===== src/core/err_cls_pkg.sv =====
package err_cls_pkg;

  // Severity classes, most severe has the largest code
  typedef enum logic [2:0] {
    SEV_NONE          = 3'b000,
    restartable_class = 3'b001,
    recoverable_class = 3'b010,
    unrecoverable_class = 3'b011,
    uncontainable_class = 3'b100
  } severity_e;

  // Write error response choices
  localparam logic [1:0] WR_RESP_POISON = 2'h0;
  localparam logic [1:0] WR_RESP_ABORT  = 2'h1;
  localparam logic [1:0] WR_RESP_RECINT = 2'h2;

  // Reset values
  localparam logic [1:0] WR_RESP_RESET    = 2'h0;
  localparam logic       ABORT_SYNC_RESET = 1'b0;
  localparam logic [2:0] MIN_SEV_RESET    = 3'h0;

  // Node count and index width
  localparam int NODE_COUNT = 4;
  localparam int NODE_IDX_W = 2;
  localparam logic [NODE_IDX_W-1:0] NODE_IDX_RESET = 2'h0;

  // Escalate a class to a minimum severity floor
  function automatic logic [2:0] sev_max(input logic [2:0] a,
                                         input logic [2:0] b);
    sev_max = (a > b) ? a : b;
  endfunction

endpackage


===== src/core/error_exception_classifier.sv =====
`timescale 1ns/10ps

module error_exception_classifier (
  input  wire logic       sys_clk,
  input  wire logic       rst,
  // Detected error report
  input  wire logic       err_valid,
  input  wire logic       err_correctable,
  input  wire logic       err_deferrable,
  input  wire logic       err_is_write,
  input  wire logic       err_speculative,
  input  wire logic       err_committed_data,
  input  wire logic       err_committed_fetch,
  input  wire logic       err_committed_walk,
  input  wire logic       err_undetected_use,
  input  wire logic       err_corrupt_store,
  input  wire logic       err_corrupt_sysreg,
  input  wire logic       err_spurious_signal,
  input  wire logic       err_dirty_discard,
  input  wire logic       err_gpr_only,
  input  wire logic       err_after_sync,
  input  wire logic       err_no_other_path,
  input  wire logic       err_imprecise,
  input  wire logic       err_needs_repair,
  input  wire logic       err_maybe_propagated,
  // Configuration straps
  input  wire logic [1:0] cfg_write_resp,
  input  wire logic       cfg_abort_sync,
  input  wire logic       cfg_exc_on_corrected,
  input  wire logic [2:0] cfg_min_sev,
  input  wire logic       cfg_fail_mode,
  // Node system register port
  input  wire logic [3:0] node_err,
  input  wire logic       node_sel_wr,
  input  wire logic [1:0] node_sel_wdata,
  output      logic [1:0] node_sel,
  output      logic       node_pending,
  output      logic [1:0] node_first,
  // Responses
  output      logic       corrected_pulse,
  output      logic       deferred_pulse,
  output      logic       poison_write,
  output      logic       recovery_irq,
  output      logic       fault_irq,
  output      logic       log_valid,
  output      logic [2:0] log_sev,
  output      logic       exc_raise,
  output      logic [2:0] exc_sev,
  output      logic       exc_sync,
  output      logic       failure_mode
);

  // ************************************************************
  // Classification
  // ************************************************************
  wire       fixable;
  wire       consumed;
  wire       propagated;
  wire       wr_abort;
  wire       uncorr;
  wire       raise;
  wire       async_del;
  wire [2:0] grade;
  wire       any_node;
  wire [1:0] first_idx;

  assign fixable = err_valid & (err_correctable | err_deferrable);

  assign consumed = err_committed_data | err_committed_fetch |
                    err_committed_walk;

  assign propagated = err_undetected_use | err_corrupt_store |
                      err_corrupt_sysreg | err_spurious_signal |
                      err_dirty_discard;

  assign wr_abort = ~err_is_write |
                    (cfg_write_resp == err_cls_pkg::WR_RESP_ABORT);

  assign uncorr = err_valid & ~fixable;

  assign raise = (uncorr & wr_abort & ~(cfg_fail_mode & consumed)) |
                 (fixable & cfg_exc_on_corrected);

  assign async_del = (err_speculative & ~consumed) | ~cfg_abort_sync;

  err_severity_grade u_grade (
    .propagated         (propagated),
    .maybe_propagated   (err_maybe_propagated),
    .contained_gpr_only (err_gpr_only),
    .after_sync_point   (err_after_sync),
    .no_other_path      (err_no_other_path),
    .consumed           (consumed),
    .imprecise          (err_imprecise),
    .needs_sw_repair    (err_needs_repair),
    .min_sev            (cfg_min_sev),
    .sev                (grade)
  );

  err_node_select u_nodes (
    .node_err (node_err),
    .any_err  (any_node),
    .node_idx (first_idx)
  );

  // ************************************************************
  // Registered outputs
  // ************************************************************
  always_ff @(posedge sys_clk) begin
    if (rst) begin
      corrected_pulse <= 1'b0;
      deferred_pulse  <= 1'b0;
      poison_write    <= 1'b0;
      recovery_irq    <= 1'b0;
      fault_irq       <= 1'b0;
      log_valid       <= 1'b0;
      log_sev         <= err_cls_pkg::MIN_SEV_RESET;
      exc_raise       <= 1'b0;
      exc_sev         <= err_cls_pkg::MIN_SEV_RESET;
      exc_sync        <= err_cls_pkg::ABORT_SYNC_RESET;
      failure_mode    <= 1'b0;
    end else begin
      corrected_pulse <= err_valid & err_correctable;
      deferred_pulse  <= err_valid & ~err_correctable & err_deferrable;
      fault_irq       <= fixable;
      log_valid       <= err_valid;
      log_sev         <= err_valid ? grade : err_cls_pkg::MIN_SEV_RESET;
      // Poison or recovery interrupt for writes
      poison_write    <= uncorr & err_is_write &
                         (cfg_write_resp == err_cls_pkg::WR_RESP_POISON);
      recovery_irq    <= uncorr & err_is_write &
                         (cfg_write_resp == err_cls_pkg::WR_RESP_RECINT);
      // Class and sync flag with the raise
      exc_raise       <= raise;
      exc_sev         <= raise ? grade : err_cls_pkg::MIN_SEV_RESET;
      exc_sync        <= raise & ~async_del;
      // Failure mode is sticky until reset
      if (uncorr & consumed & cfg_fail_mode) begin
        failure_mode <= 1'b1;
      end
    end
  end

  // Node selection register and sticky pending flag
  always_ff @(posedge sys_clk) begin
    if (rst) begin
      node_sel     <= err_cls_pkg::NODE_IDX_RESET;
      node_pending <= 1'b0;
      node_first   <= err_cls_pkg::NODE_IDX_RESET;
    end else begin
      if (node_sel_wr) begin
        node_sel <= node_sel_wdata;
      end
      // Set wins over clear
      if (any_node & ~node_pending) begin
        node_pending <= 1'b1;
        node_first   <= first_idx;
      end else if (node_sel_wr & ~any_node) begin
        node_pending <= 1'b0;
      end
    end
  end

  // ************************************************************
  // Checks
  // ************************************************************
  a_uc_on_prop: assert property (
    @(posedge sys_clk) disable iff (rst)
    (err_valid & ~fixable & err_maybe_propagated & raise) |=>
      (exc_sev == err_cls_pkg::uncontainable_class))
    else $error("propagated error not uncontainable");

  a_abort_raises: assert property (
    @(posedge sys_clk) disable iff (rst)
    (uncorr & ~err_is_write & ~(cfg_fail_mode & consumed)) |=> exc_raise)
    else $error("uncorrected abort raised no exception");

  a_fixed_irq: assert property (
    @(posedge sys_clk) disable iff (rst)
    fixable |=> (fault_irq & log_valid))
    else $error("corrected error gave no fault interrupt");

  a_spec_async: assert property (
    @(posedge sys_clk) disable iff (rst)
    (raise & err_speculative & ~consumed) |=> (exc_raise & ~exc_sync))
    else $error("speculative abort delivered synchronously");

  a_sync_choice: assert property (
    @(posedge sys_clk) disable iff (rst)
    (raise & ~err_speculative & cfg_abort_sync) |=> exc_sync)
    else $error("sync configuration ignored");

  a_consumed_act: assert property (
    @(posedge sys_clk) disable iff (rst)
    (uncorr & consumed & ~err_is_write) |=> (exc_raise | failure_mode))
    else $error("consumed error had no action");

  a_no_corr_exc: assert property (
    @(posedge sys_clk) disable iff (rst)
    (fixable & ~cfg_exc_on_corrected) |=> ~exc_raise)
    else $error("fixable error escalated");

  a_sev_floor: assert property (
    @(posedge sys_clk) disable iff (rst)
    exc_raise |-> (exc_sev >= $past(cfg_min_sev)))
    else $error("severity below floor");

  a_restart_cls: assert property (
    @(posedge sys_clk) disable iff (rst)
    (raise & ~propagated & ~err_maybe_propagated & ~consumed &
     ~err_imprecise & ~err_needs_repair & (cfg_min_sev == 3'h0)) |=>
      (exc_sev == err_cls_pkg::restartable_class))
    else $error("restartable error misclassed");

  a_write_resp: assert property (
    @(posedge sys_clk) disable iff (rst)
    (uncorr & err_is_write &
     (cfg_write_resp == err_cls_pkg::WR_RESP_POISON)) |=>
      (poison_write & ~recovery_irq))
    else $error("write poison response missing");

  a_corr_pulse: assert property (
    @(posedge sys_clk) disable iff (rst)
    (err_valid & err_correctable) |=> (corrected_pulse & ~deferred_pulse))
    else $error("corrected error gave no correction pulse");

  a_defer_pulse: assert property (
    @(posedge sys_clk) disable iff (rst)
    (err_valid & ~err_correctable & err_deferrable) |=>
      (deferred_pulse & ~corrected_pulse))
    else $error("deferrable error gave no deferral pulse");

  a_fixed_quiet: assert property (
    @(posedge sys_clk) disable iff (rst)
    fixable |=> (~poison_write & ~recovery_irq))
    else $error("fixable error gave an uncorrected response");

  a_log_idle: assert property (
    @(posedge sys_clk) disable iff (rst)
    ~err_valid |=> (~log_valid & (log_sev == err_cls_pkg::MIN_SEV_RESET)))
    else $error("log written without an error report");

  a_exc_on_fixed: assert property (
    @(posedge sys_clk) disable iff (rst)
    (fixable & cfg_exc_on_corrected) |=> exc_raise)
    else $error("optional exception for fixed error missing");

  a_write_abort: assert property (
    @(posedge sys_clk) disable iff (rst)
    (uncorr & err_is_write & ~(cfg_fail_mode & consumed) &
     (cfg_write_resp == err_cls_pkg::WR_RESP_ABORT)) |=>
      (exc_raise & ~poison_write & ~recovery_irq))
    else $error("write abort response missing");

  a_write_recint: assert property (
    @(posedge sys_clk) disable iff (rst)
    (uncorr & err_is_write &
     (cfg_write_resp == err_cls_pkg::WR_RESP_RECINT)) |=>
      (recovery_irq & ~poison_write & ~exc_raise))
    else $error("write recovery interrupt missing");

  a_async_cfg: assert property (
    @(posedge sys_clk) disable iff (rst)
    (raise & ~cfg_abort_sync) |=> (exc_raise & ~exc_sync))
    else $error("async configuration ignored");

  a_fail_entry: assert property (
    @(posedge sys_clk) disable iff (rst)
    (uncorr & consumed & cfg_fail_mode) |=> failure_mode)
    else $error("failure mode not entered");

  a_fail_sticky: assert property (
    @(posedge sys_clk) disable iff (rst)
    failure_mode |=> failure_mode)
    else $error("failure mode left without reset");

  a_prop_uc: assert property (
    @(posedge sys_clk) disable iff (rst)
    (raise & propagated &
     ~(err_gpr_only & err_after_sync & err_no_other_path)) |=>
      (exc_sev == err_cls_pkg::uncontainable_class))
    else $error("propagation event not uncontainable");

  a_contained: assert property (
    @(posedge sys_clk) disable iff (rst)
    (raise & propagated & err_gpr_only & err_after_sync &
     err_no_other_path & ~err_maybe_propagated &
     (cfg_min_sev < 3'h4)) |=>
      (exc_sev != err_cls_pkg::uncontainable_class))
    else $error("contained error reported uncontainable");

  a_unrec_cls: assert property (
    @(posedge sys_clk) disable iff (rst)
    (raise & ~propagated & ~err_maybe_propagated &
     (consumed | err_imprecise) & (cfg_min_sev <= 3'h3)) |=>
      (exc_sev == err_cls_pkg::unrecoverable_class))
    else $error("unrecoverable error misclassed");

  a_recov_cls: assert property (
    @(posedge sys_clk) disable iff (rst)
    (raise & ~propagated & ~err_maybe_propagated & ~consumed &
     ~err_imprecise & err_needs_repair & (cfg_min_sev <= 3'h2)) |=>
      (exc_sev == err_cls_pkg::recoverable_class))
    else $error("recoverable error misclassed");

  a_exc_idle: assert property (
    @(posedge sys_clk) disable iff (rst)
    ~exc_raise |-> ((exc_sev == err_cls_pkg::MIN_SEV_RESET) & ~exc_sync))
    else $error("class shown without exception");

  a_node_set: assert property (
    @(posedge sys_clk) disable iff (rst)
    any_node |=> node_pending)
    else $error("node error not pending");

  a_node_first: assert property (
    @(posedge sys_clk) disable iff (rst)
    (any_node & ~node_pending) |=> (node_first == $past(first_idx)))
    else $error("first node index not captured");

  a_node_clear: assert property (
    @(posedge sys_clk) disable iff (rst)
    (node_sel_wr & ~any_node) |=> ~node_pending)
    else $error("node pending not cleared");

  a_node_write: assert property (
    @(posedge sys_clk) disable iff (rst)
    node_sel_wr |=> (node_sel == $past(node_sel_wdata)))
    else $error("node select write lost");

endmodule // error_exception_classifier


===== src/core/err_severity_grade.sv =====
`timescale 1ns/10ps
module err_severity_grade (
  input  wire logic       propagated,
  input  wire logic       maybe_propagated,
  input  wire logic       contained_gpr_only,
  input  wire logic       after_sync_point,
  input  wire logic       no_other_path,
  input  wire logic       consumed,
  input  wire logic       imprecise,
  input  wire logic       needs_sw_repair,
  input  wire logic [2:0] min_sev,
  output      logic [2:0] sev
);

  wire contained_exc;
  wire silent;
  wire [2:0] base_sev;

  assign contained_exc = contained_gpr_only & after_sync_point & no_other_path;
  assign silent = (propagated & ~contained_exc) | maybe_propagated;

  assign base_sev =
    silent                 ? err_cls_pkg::uncontainable_class :
    (consumed | imprecise) ? err_cls_pkg::unrecoverable_class :
    needs_sw_repair        ? err_cls_pkg::recoverable_class :
                             err_cls_pkg::restartable_class;

  assign sev = err_cls_pkg::sev_max(base_sev, min_sev);

endmodule // err_severity_grade


===== src/core/err_node_select.sv =====
`timescale 1ns/10ps
module err_node_select (
  input  wire logic [3:0] node_err,
  output      logic       any_err,
  output      logic [1:0] node_idx
);

  // Lowest numbered reporting node wins
  assign any_err  = |node_err;
  assign node_idx = node_err[0] ? 2'h0 :
                    node_err[1] ? 2'h1 :
                    node_err[2] ? 2'h2 :
                    node_err[3] ? 2'h3 : 2'h0;

endmodule // err_node_select


===== config.mk =====
export PLATFORM = sky130hd
export DESIGN_NAME = error_exception_classifier
export DESIGN_NICKNAME = d
export VERILOG_FILES = /design/src/core/err_cls_pkg.sv /design/src/core/error_exception_classifier.sv /design/src/core/err_severity_grade.sv /design/src/core/err_node_select.sv
export SDC_FILE = /design/constraint.sdc
export NUM_CORES = 1
export LEC_CHECK = 0
export BUFFER_PORTS_ARGS = -buffer_cell sky130_fd_sc_hd__buf_2
export CAP_MARGIN = 10
export CORE_MARGIN = 4
export CORE_UTILIZATION = 39
export DETAILED_ROUTE_END_ITERATION = 6
export MAX_ROUTING_LAYER = met4
export PLACE_DENSITY = 0.76
export SLEW_MARGIN = 20
export SYNTH_ARGS = -nofsm -noshare
export SYNTH_HDL_FRONTEND = slang
export SYNTH_SLANG_ARGS = --single-unit
export TNS_END_PERCENT = 1

===== constraint.sdc =====
create_clock -name sys_clk -period 2.6 [get_ports sys_clk]
set_input_delay 0.26 -clock sys_clk [delete_from_list [all_inputs] [get_ports sys_clk]]
set_output_delay 0.26 -clock sys_clk [all_outputs]
set_load 0.01 [all_outputs]

==> results of run 1 <==
## synthesized netlist by cell type, drive strengths merged, types with 2 or more instances
| library cell | instances | area share [%] |
|---|---|---|
| a21oi | 2 | 1.3 |
| nor3 | 4 | 2.5 |
| mux2i | 5 | 6.3 |
| o21ai | 4 | 2.5 |
| ha | 3 | 4.7 |
| nand3 | 2 | 1.3 |
| inv | 10 | 4.7 |
| nor2 | 24 | 12 |
| dfxtp | 20 | 51 |
## registers in the layout, summed over array words and instances, names as in the netlist
register         flops
exc_sev              3
node_pending         1
node_sel             2
failure_mode         1
recovery_irq         1
deferred_pulse       1
corrected_pulse      1
log_valid            1
exc_raise            1
log_sev              3
poison_write         1
node_first           2
fault_irq            1
exc_sync             1
## cells by family after synthesis
group | share of synthesized area [%]
adder cells (fa/ha/maj) | 4.74
buffers and inverters | 4.74
AND/OR/NAND/NOR | 23.1
multiplexers | 6.32
flip-flops | 50.6
AO/OA/AOI/OAI | 10.6
## placed cells by master (no fill, tap or decap), types with 2 or more instances in the layout
| cell | Yosys | layout |
|---|---|---|
| mux2i_1 | 5 | 5 |
| o21ai_0 | 2 | 2 |
| o21ai_1 | 2 | 2 |
| nor3_1 | 4 | 4 |
| nor2_1 | 23 | 23 |
| nand3_1 | 2 | 2 |
| a21oi_1 | 2 | 2 |
| buf_2 | 0 | 55 |
| clkbuf_4 | 0 | 3 |
| ha_1 | 3 | 3 |
| dfxtp_1 | 20 | 20 |
| inv_1 | 9 | 9 |
## report_power, final
part | switching (mW) | internal (mW) | leakage (nW) | total [mW]
Clock | 0.0867 | 0.0853 | 0.0210 | 0.172
Sequential | 0.00471 | 0.319 | 0.164 | 0.324
Combinational | 0.0490 | 0.0499 | 0.436 | 0.0989
## final cells by class
type	instances	area [um^2]
clock buffers	4	36.3
well taps	27	33.8
multi-input cells	58	354
flip-flops and latches	20	400
repair buffers	55	275
inverters	10	37.5
fillers	176	805
## path summary, 6_finish.rpt
check | from | to | slack [ns]
worst min-delay path | cfg_write_resp[1] | poison_write$_SDFF_PP0_ | 0.14
worst max register to register | node_pending$_SDFFE_PP0P_ | node_first[0]$_SDFFE_PP0P_ | 1.82
worst max-delay path | err_committed_fetch | log_sev[0]$_SDFF_PP0_ | 0.66
worst min register to register | node_first[1]$_SDFFE_PP0P_ | node_first[1]$_SDFFE_PP0P_ | 0.49
## per-stage QoR
step	setup WS, ns	cell area, um^2	hold WS [ns]	utilization (%)
finish	0.660	1140	0.139	58.6
global route	0.524	1140	0.136	58.6
CTS	0.653	1140	0.133	58.6
detailed placement	0.341	1100	0.451	56.7
global placement	0.416	1100	0.447	56.7
floorplan	0.607	792	0.329	-
## critical path: cells and delay by family
kind / cells / cell delay, ns
AND/OR/NAND/NOR: 5 / 0.83
multiplexers: 1 / 0.28
buffers and inverters: 1 / 0.10
AO/OA/AOI/OAI: 2 / 0.33
adder cells (fa/ha/maj): 1 / 0.32
## per-layer routing
| metal | routed length, um | vias to the layer above |
|---|---|---|
| met1 | 742 | 322 |
| met4 | 20 | 0 |
| li1 | - | 416 |
| met5 | 0 | - |
| met2 | 737 | 43 |
| met3 | 236 | 4 |
==> flow_summary_export.csv, run 1 <==
group,metric,value,unit
synthesis,ys_dominant_reg_cell,"dfxtp_1",
clock_tree,clk_latency,0.29,ns
timing,fin_setup_tns,0,ns
synthesis,synth_edf_count,0,
clock_tree,clock-root-buffer,"clkbuf_4",
pwr,p_leak,0.621,nW
synthesis,netlist_area,792,um^2
placement,routabilityCongestion,0.757,
critical_path,start_kind,"input port",
floorplan,die_h,53.1,um
floorplan,start_util,40.8,%
layout,fin_cells,174,
clock_tree,clkSinkCount,20,
floorplan,core,0.00194,mm^2
placement,port_buffers,55,
layout,areaGrowthSynthToFinish,43.6,%
critical_path,crit_type,"input port to flip-flop",
global_route,use_met2,22.3,%
layout,diodes,0,
flow_run,cap_violations,0,
critical_path,critPathMostFrequentCell,"nor2_1",
status,outcome,"complete, no violations",
global_route,grt_pass1_wl,2680,um
timing,period_minus_slack,1.94,ns
clock_tree,cts-hold-fix-buffers,0,
timing,relSlewSlack,78.7,%
route,vias_per_cell,4.51,
global_route,antenna_found_initial,0,
timing,rsz0062_at_grt,"false",
route,drtAntennaViolNets,0,
critical_path,crit_required,2.78,ns
synthesis,syn_nets,127,
timing,fin_crit_sh,74.6,%
global_route,grt_start_max_net_pins,12,
timing,fmax,0.516,GHz
clock_tree,cts_tree,"done",
clock_tree,cts_made_buffers,3,
global_route,grt_usage,12.9,%
synthesis,async_flop_share,0,%
floorplan,die_area,0.00282,mm^2
critical_path,cp_max_fo,5,
critical_path,worstSetupEndpointType,"flip-flop",
critical_path,crit_chain,"buf_2 -> or3_4 -> nor3_1 -> nor2_1 -> ha_1 -> nor2b_1 -> o21ai_1 -> a32oi_2 -> mux2i_1 -> nor2_1",
timing,tightest_slew,0.318,ns
floorplan,io_pins,56,
hold_path,whs_path_depth,2,
route,drt_first_pass_iters,4,
clock_tree,cts_max_path_buffers,2,
clock_tree,post-cts-setup-buffers,0,
global_route,globalRoute.totalOverflow,0,
timing,skew,0.000154,ns
clock_tree,h-tree-depth,1,
critical_path,arrival,2.12,ns
critical_path,cpMaxStageDelayCell,"or3_4",
global_route,use_met1,14.1,%
synthesis,seq_area_frac_synth,50.6,%
synthesis,yosysWarnings,0,
route,drt-total-wl,1740,um
synthesis,ys_seq_elements,20,
pwr,vdd_drop_max,0.000233,V
placement,dp.cells,170,
timing,finalSetupViolations,0,
placement,dp_hpwl,1500,um
route,dr.first_iter.drc_count,5,
floorplan,rows,16,
synthesis,synth_cells,88,
layout,drive_gt1_share,42.9,%
global_route,grtUsageMet3,3.38,%
pwr,power_density,523,mW/mm^2
global_route,grt_pass1_vias,684,
synthesis,synth.distinct_cells,26,
timing,hold_viol_final,0,
route,drc,0,
critical_path,r2r.worst_path.cells,3,
synthesis,syn_area_per_cell,9.00,um^2
critical_path,critical-path-max-stage-delay,0.41,ns
clock_tree,ctsResizeCount,0,
route,vias,785,
layout,nets,187,
timing,maxSlewViolCount,0,
clock_tree,clk_pin_slew_worst_paths,0.10,ns
pwr,power,595,uW
floorplan,die_w,53.1,um
global_route,grt.busiest_layer,"met2",
route,post_drt_wl_per_cell,9.98,um
hold_path,min_path_type,"input port to flip-flop",
Note: power is estimated with default switching activity, not from simulation.
==> run 2: changes to the inputs <==
Clock period 2.6 ns to 1.8 ns, I/O delays scaled along.
==> flow_summary_export.csv, run 2 (same netlist as run 1, synthesis figures left out) <==
group,metric,value,unit
route,dr.first_iter.drc_count,13,
route,drt-total-wl,1970,um
critical_path,cp_max_fo,3,
critical_path,crit_family,"simple AND/OR/NAND/NOR gates",
critical_path,crit_required,1.99,ns
critical_path,worstSetupEndpointType,"flip-flop",
global_route,grt_pass1_wl,2990,um
route,vias,837,
pwr,vdd_drop_max,0.000359,V
clock_tree,cts_max_path_buffers,2,
clock_tree,cts_tree,"done",
critical_path,r2r.worst_path.cells,3,
critical_path,critPathMostFrequentCell,"nor2_1",
global_route,grt_usage,15.0,%
timing,hold_viol_final,0,
clock_tree,cts_made_buffers,3,
timing,fin_crit_sh,103,%
placement,port_buffers,55,
hold_path,min_to,"poison_write$_SDFF_PP0_",
critical_path,cpMaxStageDelayCell,"or3_4",
critical_path,arrival,2.04,ns
critical_path,crit_buf_inv,1,
critical_path,critical-path-max-stage-delay,0.38,ns
floorplan,die_w,53.1,um
hold_path,worstHoldStart,"cfg_write_resp[1]",
flow_run,cap_violations,0,
timing,period_minus_slack,1.85,ns
floorplan,rows,16,
floorplan,die_area,0.00282,mm^2
critical_path,crit_type,"input port to flip-flop",
placement,dp_hpwl,1670,um
route,drtAntennaViolNets,0,
clock_tree,clock-root-buffer,"clkbuf_4",
floorplan,io_pins,56,
critical_path,start_kind,"input port",
clock_tree,h-tree-depth,1,
pwr,power_density,738,mW/mm^2
layout,utilization,61.5,%
layout,mostFrequentLayoutCells,"buf_2, nor2_1, dfxtp_1",
global_route,grt_start_max_net_pins,12,
timing,fmax,0.541,GHz
status,violations,"negative setup slack",
layout,nets,191,
timing,rsz0062_at_grt,"true",
clock_tree,clk_pin_slew_worst_paths,0.10,ns
route,drc,0,
critical_path,r2r-end,"node_first[0]$_SDFFE_PP0P_",
timing,skew,0.000771,ns
placement,place_area,0.00114,mm^2
layout,final_cell_area,0.00119,mm^2
timing,finalSetupViolations,6,
critical_path,crit_chain,"buf_6 -> or3_4 -> nor3_2 -> nor2_1 -> ha_1 -> nor2b_4 -> o21ai_2 -> a32oi_2 -> mux2i_2 -> nor2_1",
route,post_drt_wl_per_cell,11.1,um
floorplan,start_util,40.8,%
critical_path,r2r_slack,1.01,ns
timing,holdWs,0.0579,ns
placement,routabilityCongestion,0.767,
pwr,p_leak,0.648,nW
layout,diodes,0,
floorplan,core,0.00194,mm^2
route,vias_per_cell,4.70,
critical_path,worstReg2RegStart,"node_pending$_SDFFE_PP0P_",
clock_tree,clkSinkCount,20,
timing,tightest_slew,0.331,ns
global_route,antenna_found_initial,0,
route,drt_first_pass_iters,4,
timing,maxSlewViolCount,0,
hold_path,min_path_type,"input port to flip-flop",
floorplan,die_h,53.1,um
layout,layout_commonest_cell,"buf_2",
layout,areaGrowthSynthToFinish,50.7,%
clock_tree,clk_latency,0.30,ns
layout,drive_gt1_share,47.0,%
status,outcome,"finished, violations left",
timing,setup_ws,-0.0494,ns
timing,relSlewSlack,78.0,%
global_route,grt_pass1_vias,789,
clock_tree,post-cts-setup-buffers,0,
global_route,globalRoute.totalOverflow,0,
hold_path,whs_path_depth,2,
layout,top_regs,"exc_sev: 3 flops, log_sev: 3 flops",
==> run 2: cell count changes in the layout (fill, tap and decap cells not counted), sizes merged <==
cell  before  now
buf       55   59
==> run 2: layout make-up <==
class,instances,area (um^2)
fillers,173,748
clock buffers,4,36.3
well taps,27,33.8
inverters,10,37.5
multi-input cells,58,374
repair buffers,59,312
flip-flops and latches,20,400
==> run 2: per-layer routing <==
metal	vias up	global-route usage, %	wire (um)
li1	423	-	-
met1	355	15.2	722
met2	50	25.6	901
met3	9	3.38	254
met4	0	10.2	91
met5	-	-	0
==> run 2: metrics by stage <==
stage / std cells / power, mW / setup slack, ns / TNS, ns
after global routing: 178 / 0.929 / -0.126 / -0.651
final: 178 / 0.881 / -0.0494 / -0.144
after detailed placement: 174 / 0.632 / -0.385 / -2.04
after global placement: 174 / 0.625 / -0.232 / -1.32
after CTS: 178 / 0.891 / -0.0137 / -0.0267
after floorplan: 88 / 0.549 / -0.102 / -0.606
==> run 2: power breakdown <==
part,internal (mW),total [mW],switching (mW)
sequential,0.461,0.468,0.00724
clock,0.123,0.251,0.128
combinational,0.0829,0.161,0.0782
==> run 2: repair_timing <==
action,4_1_cts,5_1_grt
gates resized for setup,2,3
setup endpoints to repair,3,6
hold buffers,0,0
pin swaps,2,2
==> run 2: worst max path at each step <==
stage / from / depth (start not counted) / to
floorplan: err_committed_fetch / 9 / log_sev[0]$_SDFF_PP0_
global placement: err_committed_fetch / 10 / log_sev[0]$_SDFF_PP0_
detailed placement: err_committed_fetch / 10 / exc_sev[0]$_SDFF_PP0_
CTS: err_committed_fetch / 10 / log_sev[0]$_SDFF_PP0_
global route: err_committed_fetch / 10 / log_sev[0]$_SDFF_PP0_
finish: err_committed_fetch / 10 / log_sev[0]$_SDFF_PP0_
